<file path="src/design/stt_map.svh">
// Purpose: Register offsets, fields and reset values of the tick timer
// Assumes: Word-aligned classic Wishbone slave, 32-bit data
// Notes:   Definitions only
`ifndef STT_MAP_SVH
`define STT_MAP_SVH

`define STT_AW            6
`define STT_OFF_CTRL      6'h00
`define STT_OFF_RELOAD    6'h04
`define STT_OFF_LIVE      6'h08
`define STT_OFF_IRQ_STAT  6'h0C
`define STT_OFF_IRQ_MASK  6'h10

`define STT_CNT_W         24
`define STT_BIT_ENABLE    0
`define STT_BIT_IRQEN     1
`define STT_BIT_CLKSRC    2
`define STT_BIT_WRAP      16

`define STT_RST_CTRL      3'h0
`define STT_RST_RELOAD    24'h00_0000
`define STT_RST_LIVE      24'h00_0000
`define STT_IRQ_W         1

`endif

</file>
<file path="src/design/stt_pkg.sv">
// Purpose: Types of the tick timer
// Assumes: Nothing
// Notes:   Constants live in stt_map.svh
`default_nettype none
package stt_pkg;
  typedef enum logic [1:0] {
    STT_IDLE,
    STT_ACK
  } stt_bus_state_t;
endpackage : stt_pkg
`default_nettype wire

</file>
<file path="src/design/stt_down_counter.sv">
// Purpose: Reloading down counter of the tick timer
// Assumes: Single clock, reference tick every clock
// Notes:   Write-clear takes priority over counting
`default_nettype none
`include "stt_map.svh"
module stt_down_counter #(
  parameter int CNT_W = `STT_CNT_W
) (
  // Clock and reset
  input  wire logic             clk,
  input  wire logic             resetn,
  // Control
  input  wire logic             enable,
  input  wire logic             halted,
  input  wire logic             clear,
  input  wire logic [CNT_W-1:0] reload,
  // Status
  output logic      [CNT_W-1:0] count,
  output logic                  wrap
);
  initial begin
    if (CNT_W < 1 || CNT_W > 24) $error("CNT_W out of range");
  end

  logic [CNT_W-1:0] count_q;
  logic [CNT_W-1:0] count_d;
  logic             wrap_d;

  always_comb begin
    count_d = count_q;
    wrap_d  = 1'b0;
    if (clear) begin
      count_d = '0;
    end else if (enable && !halted) begin
      if (count_q == '0) begin
        count_d = reload;
      end else begin
        count_d = count_q - 1'b1;
        wrap_d  = (count_q == {{(CNT_W-1){1'b0}}, 1'b1});
      end
    end
  end

  always_ff @(posedge clk or negedge resetn) begin
    if (!resetn) begin
      count_q <= '0;
      wrap    <= 1'b0;
    end else begin
      count_q <= count_d;
      wrap    <= wrap_d;
    end
  end

  assign count = count_q;
endmodule : stt_down_counter
`default_nettype wire

</file>
<file path="src/design/stt_timer.sv">
// Purpose: System tick timer with live count register on Wishbone
// Assumes: Classic Wishbone, single clock at 20 MHz
// Notes:   Ack one cycle after a request, never waits
//
// The register offsets and the Wishbone slave port were chosen for this implementation.
`default_nettype none
`include "stt_map.svh"
// Notes on behaviour
// - Read returns live count, no latching
// - Any write to live count zeroes it
// - That write also clears wrap flag
// - Upper eight bits reserved, read zero
// - No calibration register exists
// - Count down, reload after zero, continue
// - Zero sets wrap flag; read clears it
// - Wrap with irq enable pends tick exception
// - Counter holds while core halted
module stt_timer
  import stt_pkg::*;
#(
  parameter int CNT_W = `STT_CNT_W
) (
  // Clock and reset
  input  wire logic        clk,
  input  wire logic        resetn,
  // Wishbone slave
  input  wire logic        cyc_i,
  input  wire logic        stb_i,
  input  wire logic        we_i,
  input  wire logic [5:0]  adr_i,
  input  wire logic [3:0]  sel_i,
  input  wire logic [31:0] dat_i,
  output logic      [31:0] dat_o,
  output logic             ack_o,
  output logic             err_o,
  // Core state
  input  wire logic        core_halted,
  // Interrupts
  output logic             tick_pend,
  output logic             irq
);
  initial begin
    if (CNT_W != `STT_CNT_W) $error("CNT_W must be 24");
  end

  // ----------------------------------------
  // Bus decode
  // ----------------------------------------
  stt_bus_state_t st_q;
  stt_bus_state_t st_d;
  logic           req;
  logic           wr_acc;
  logic           rd_acc;
  logic           hit;

  assign req    = cyc_i && stb_i && (st_q == STT_IDLE);
  assign hit    = (adr_i == `STT_OFF_CTRL) || (adr_i == `STT_OFF_RELOAD) ||
                  (adr_i == `STT_OFF_LIVE) || (adr_i == `STT_OFF_IRQ_STAT) ||
                  (adr_i == `STT_OFF_IRQ_MASK);
  assign wr_acc = req && we_i && hit;
  assign rd_acc = req && !we_i && hit;

  function automatic logic is_wr(input logic [5:0] a, input logic [5:0] off);
    is_wr = (a == off);
  endfunction : is_wr

  always_comb begin
    case (st_q)
      STT_IDLE: st_d = req ? STT_ACK : STT_IDLE;
      STT_ACK:  st_d = STT_IDLE;
      default:  st_d = STT_IDLE;
    endcase
  end

  // ----------------------------------------
  // Registers
  // ----------------------------------------
  logic [2:0]       ctrl_q;
  logic [2:0]       ctrl_d;
  logic [CNT_W-1:0] reload_q;
  logic [CNT_W-1:0] reload_d;
  logic             wrap_flag_q;
  logic             wrap_flag_d;
  logic             ist_q;
  logic             ist_d;
  logic             imask_q;
  logic             imask_d;
  logic             pend_q;
  logic             pend_d;
  logic [31:0]      rdata_d;
  logic [31:0]      rdata_q;
  logic             err_d;
  logic             err_q;
  logic             live_clr;
  logic             ctrl_rd;
  logic [CNT_W-1:0] count;
  logic             wrap;

  assign live_clr = wr_acc && is_wr(adr_i, `STT_OFF_LIVE);
  assign ctrl_rd  = rd_acc && is_wr(adr_i, `STT_OFF_CTRL);

  stt_down_counter #(
    .CNT_W (CNT_W)
  ) u_cnt (
    .clk    (clk),
    .resetn (resetn),
    .enable (ctrl_q[`STT_BIT_ENABLE]),
    .halted (core_halted),
    .clear  (live_clr),
    .reload (reload_q),
    .count  (count),
    .wrap   (wrap)
  );

  always_comb begin
    ctrl_d      = ctrl_q;
    reload_d    = reload_q;
    imask_d     = imask_q;
    ist_d       = ist_q;
    wrap_flag_d = wrap_flag_q;
    rdata_d     = rdata_q;
    err_d       = req && !hit;
    if (wr_acc && sel_i[0] && is_wr(adr_i, `STT_OFF_CTRL)) begin
      ctrl_d = dat_i[2:0];
    end
    if (wr_acc && is_wr(adr_i, `STT_OFF_RELOAD)) begin
      if (sel_i[0]) reload_d[7:0]   = dat_i[7:0];
      if (sel_i[1]) reload_d[15:8]  = dat_i[15:8];
      if (sel_i[2]) reload_d[23:16] = dat_i[23:16];
    end
    if (wr_acc && sel_i[0] && is_wr(adr_i, `STT_OFF_IRQ_MASK)) begin
      imask_d = dat_i[0];
    end
    if (wr_acc && sel_i[0] && is_wr(adr_i, `STT_OFF_IRQ_STAT) && dat_i[0]) begin
      ist_d = 1'b0;
    end
    if (live_clr || ctrl_rd) begin
      wrap_flag_d = 1'b0;
    end
    if (wrap) begin
      wrap_flag_d = 1'b1;
      ist_d       = 1'b1;
    end
    if (rd_acc) begin
      rdata_d = 32'h0000_0000;
      case (adr_i)
        `STT_OFF_CTRL: begin
          rdata_d[2:0]            = ctrl_q;
          rdata_d[`STT_BIT_WRAP]  = wrap_flag_q;
        end
        `STT_OFF_RELOAD:   rdata_d[CNT_W-1:0] = reload_q;
        `STT_OFF_LIVE:     rdata_d[CNT_W-1:0] = count;
        `STT_OFF_IRQ_STAT: rdata_d[0] = ist_q;
        `STT_OFF_IRQ_MASK: rdata_d[0] = imask_q;
        default:           rdata_d = 32'h0000_0000;
      endcase
    end
    // pend only when enabled; clear cannot pend
    pend_d = wrap && ctrl_q[`STT_BIT_IRQEN];
  end

  always_ff @(posedge clk or negedge resetn) begin
    if (!resetn) begin
      st_q        <= STT_IDLE;
      ctrl_q      <= `STT_RST_CTRL;
      reload_q    <= `STT_RST_RELOAD;
      wrap_flag_q <= 1'b0;
      ist_q       <= 1'b0;
      imask_q     <= 1'b0;
      pend_q      <= 1'b0;
      rdata_q     <= 32'h0000_0000;
      err_q       <= 1'b0;
    end else begin
      st_q        <= st_d;
      ctrl_q      <= ctrl_d;
      reload_q    <= reload_d;
      wrap_flag_q <= wrap_flag_d;
      ist_q       <= ist_d;
      imask_q     <= imask_d;
      pend_q      <= pend_d;
      rdata_q     <= rdata_d;
      err_q       <= err_d;
    end
  end

  // ----------------------------------------
  // Outputs
  // ----------------------------------------
  // Ack and err gated by live request so dropped cycles end cleanly
  assign ack_o     = (st_q == STT_ACK) && !err_q && cyc_i && stb_i;
  assign err_o     = (st_q == STT_ACK) && err_q && cyc_i && stb_i;
  assign dat_o     = rdata_q;
  assign tick_pend = pend_q;
  assign irq       = ist_q && imask_q;
endmodule : stt_timer
`default_nettype wire

</file>
<file path="config.mk">
export PLATFORM = sky130hd
export DESIGN_NAME = stt_timer
export DESIGN_NICKNAME = d
export VERILOG_FILES = /design/src/design/stt_pkg.sv /design/src/design/stt_down_counter.sv /design/src/design/stt_timer.sv
export VERILOG_INCLUDE_DIRS = /design/src /design/src/design
export SDC_FILE = /design/constraint.sdc
export NUM_CORES = 1
export LEC_CHECK = 0
export BUFFER_PORTS_ARGS = -buffer_cell sky130_fd_sc_hd__buf_2
export CAP_MARGIN = 20
export CORE_UTILIZATION = 24
export DETAILED_ROUTE_END_ITERATION = 12
export PLACE_DENSITY = 0.41
export SYNTH_ARGS = -nofsm -noshare
export SYNTH_HDL_FRONTEND = slang
export SYNTH_HIERARCHICAL = 1
export SYNTH_SLANG_ARGS = --single-unit
</file>
<file path="constraint.sdc">
create_clock -name clk -period 3.6 [get_ports clk]
set_clock_uncertainty 0.2 [all_clocks]
set_input_delay 0.18 -clock clk [delete_from_list [all_inputs] [get_ports clk]]
set_output_delay 0.18 -clock clk [all_outputs]
set_load 0.005 [all_outputs]
</file>
==> results summary <==
The run finished, with violations left. The checks that failed: design-rule violations. The number of enable flip-flop cells after synthesis is 0. The max-capacitance violation count came out at 0. The part of the Yosys area used for sequential elements came out at 0.461. STA classifies the critical path endpoint as a flip-flop.

The final clock period utilization by the worst path came out at 0.726. The pre-CTS setup slack is 993 ps. The total congestion overflow came out at 0.

The mean routed wirelength per cell is approximately 17 um. In this run the deepest clock path goes through 2 buffers. Data arrives at the worst endpoint at 2650 ps. The area added between synthesis and finish came out at 24.0%. The insertion delay of the later-clocked pin in the worst-skew pair came out at 350 ps. The remaining max-slew budget at the tightest pin is 0.392. The tree is rooted in a sky130_fd_sc_hd__clkbuf_16. In this run, post-CTS hold repair placed 25 buffers. The die is 138 um tall. Of the total power, the share spent switching nets is 0.284. The count of buffers added on input and output ports is 66. In the global route stage, overall resource usage came out at 0.142. Leaving out fill and tap cells, the most frequent cell in the layout is sky130_fd_sc_hd__dfrtp_1. Once the clock tree was built, the resizer swapped 0 gates to a different size. The worst hold path belongs to the class in -> reg. After detailed routing, the total wire length is 12800 um. The maximum frequency from static timing analysis is around 0.38 GHz. The total via count in the routed design came out at approximately 3700. The number of iterations in the first detailed-routing pass is 9.

The initial antenna violation count is 0. The post-CTS setup repair buffer count came out at 0. The share of async-settable or async-resettable flops after synthesis came out at 1.00. The maximum number of pins on one net before global-route repair came out at 65.

The post-synthesis cell area came out at about 0.0044 mm^2. The I/O pin count came out at 84. The clock slew at the register clock pins of the worst setup and hold paths is 60 ps. The via count of the first global-routing pass is 3857. Data on the critical path is required at its endpoint by 3640 ps. At the end of routability-driven placement, the weighted congestion stood at 0.772.

The share of power burned in combinational logic came out at 0.175. The startpoint kind of the worst setup timing path is a flip-flop. Buffers inserted during clock tree synthesis total 9. Cell internal power was estimated by the tool at 1.78 mW. The worst voltage drop across the vdd grid is 0.208 mV. The power density over cell area is 451 mW/mm^2.

The post-route DRC violation count is 12. The worst setup margin is 988 ps. The first global-routing pass estimated approximately 21000 um of wire. The flip-flop cell with the highest count after synthesis is sky130_fd_sc_hd__dfrtp_1.

The initial utilization of the core area, before any placement, comes to 0.246. The layout cell share with drive strength beyond 1 came out at 0.260. The count of nets left with antenna violations once routing finished came out at 0. The number of sinks on the clock net came out at 82. The floorplan step defined a die boundary enclosing between 0.015 and 0.02 mm^2. The setup-violating endpoint count in the final report is 0. Setup repair after global routing left no endpoint under its margin. In the layout the commonest cells are 82 x sky130_fd_sc_hd__dfrtp_1, 65 x sky130_fd_sc_hd__buf_2, 38 x sky130_fd_sc_hd__nor2_1, 29 x sky130_fd_sc_hd__a21oi_1. The net load switching power came out at 0.706 mW. The total count of max-transition violations in the final report is 0. TritonCTS built the clock tree. The average vias per placed instance came out at 4.94.

The number of standard cells after synthesis came out at 432. The distinct cell type count of the synthesized netlist came out at 69. The area inside the core boundary is between 0.015 and 0.02 mm^2. The number of H-tree levels is 3. The per-instance average area after synthesis came out at 10.3 um^2.

The die is 138 um wide. The final number of hold-violating endpoints was 0. The DRC marker count from the first detailed-route iteration is 165. The slew at the pin closest to its max-slew limit is slightly above 900 ps. The count of warnings emitted by yosys came out at 6.

The sequential fraction of design power is 0.438. The maximum fanout count along the critical path is 17. The minimum clock period is 2610 ps.

The number of placement rows is 49. The portion of total power attributed to the clock network is 0.387. The number of antenna diodes in the final layout is 0. The HPWL reported at the end of detailed placement came out at 8870 um. After layout, the design draws a total of 2.49 mW. The leakage power summed over all cells is 2.45 nW. The count of nets after finishing is 570.

In this run, synthesis produced a sequential element count of slightly above 80. After routing, the total negative slack on setup checks comes to 0 ps. The type of the worst setup path is reg -> reg.
## layout make-up
class                   count  area [um^2]
fillers                  1895        12600
clock buffers              12          256
well taps                 229          287
inverters                  14         52.6
multi-input cells         308         2140
repair buffers            104          681
flip-flops and latches     82         2050
clock inverters             4         50.0
## synth_stat cells, types with 4 or more instances
cell type,n,area [um^2]
sky130_fd_sc_hd__a21oi_1,29,145
sky130_fd_sc_hd__a22oi_1,21,158
sky130_fd_sc_hd__a31oi_1,8,50.1
sky130_fd_sc_hd__and2_1,5,31.3
sky130_fd_sc_hd__and3_1,4,25.0
sky130_fd_sc_hd__buf_2,10,50.1
sky130_fd_sc_hd__buf_4,11,82.6
sky130_fd_sc_hd__clkbuf_1,7,26.3
sky130_fd_sc_hd__dfrtp_1,82,2050
sky130_fd_sc_hd__inv_1,13,48.8
sky130_fd_sc_hd__mux2_1,4,45.0
sky130_fd_sc_hd__mux2_2,25,282
sky130_fd_sc_hd__mux2i_1,7,70.1
sky130_fd_sc_hd__nand2_1,17,63.8
sky130_fd_sc_hd__nand3_1,19,95.1
sky130_fd_sc_hd__nand4_1,6,37.5
sky130_fd_sc_hd__nor2_1,38,143
sky130_fd_sc_hd__nor3_1,7,35.0
sky130_fd_sc_hd__nor4_1,7,43.8
sky130_fd_sc_hd__o21ai_0,20,100
sky130_fd_sc_hd__o22ai_1,5,31.3
sky130_fd_sc_hd__o2bb2ai_1,5,43.8
sky130_fd_sc_hd__o311ai_0,4,35.0
sky130_fd_sc_hd__o31ai_1,4,30.0
sky130_fd_sc_hd__or3_1,5,31.3
sky130_fd_sc_hd__or4_1,6,45.0
## flip-flops by register name, summed over array words and instances, names as in the netlist
| signal | flops |
|---|---|
| err_q | 1 |
| imask_q | 1 |
| u_cnt/wrap | 1 |
| st_q | 1 |
| reload_q | 24 |
| wrap_flag_q | 1 |
| dat_o | 24 |
| tick_pend | 1 |
| u_cnt/count | 24 |
| ctrl_q | 3 |
| ist_q | 1 |
## kinds of logic after synthesis
| kind of cell | Yosys count | synth area share |
|---|---|---|
| xor gates and xnor gates | 1 | 0.00197 |
| adders and majority gates | 3 | 0.00844 |
| other | 1 | 0.000843 |
| and+or+nand+nor | 144 | 0.203 |
| muxes | 36 | 0.0891 |
| AOI/OAI and AO/OA | 116 | 0.171 |
| buffers and inverters | 49 | 0.0644 |
| DFF | 82 | 0.461 |
## critical path, stage by stage (launching register included)
cell	delay [ps]
sky130_fd_sc_hd__dfrtp_1	440
sky130_fd_sc_hd__nor4_1	560
sky130_fd_sc_hd__and4_1	450
sky130_fd_sc_hd__nand2_2	300
sky130_fd_sc_hd__a32o_1	350
sky130_fd_sc_hd__a32o_1	200
## metal layers
metal,GRT usage,share of wire
met4,0.0485,0.013
met3,0.0229,0.035
met2,0.227,0.46
met5,0,0
met1,0.194,0.49
## power groups by stage
stage          sequential (mW)  clock [mW]  combinational [mW]
2_1_floorplan             1.09           0               0.238
6_report                  1.09       0.962               0.436
4_1_cts                   1.09       0.993               0.440
5_1_grt                   1.11        1.02               0.492
3_5_place_dp              1.11           0               0.415
3_3_place_gp              1.11           0               0.411
## through the flow
stage               cell area [um^2]  instances   util  hold slack, ps
detailed placement              4960        712  0.274             150
global placement                4960        712  0.274             139
floorplan                       4480        439      -            -316
finish                          5520        753  0.305            37.6
CTS                             5520        753  0.305            16.7
global route                    5520        753  0.305            70.2
## path summary, 6_finish.rpt
kind	start	to	slack, ps	cells past startpoint
max in group asynchronous	resetn	tick_pend	2090	3
min in group asynchronous	resetn	dat_o[9]	270	2
max	u_cnt/count[20]	u_cnt/count[2]	990	5
min	adr_i[5]	err_q	40	3
min reg2reg	wrap_flag_q	wrap_flag_q	290	1
max reg2reg	u_cnt/count[20]	u_cnt/count[2]	990	5
Power figures use the tool's default switching activity.
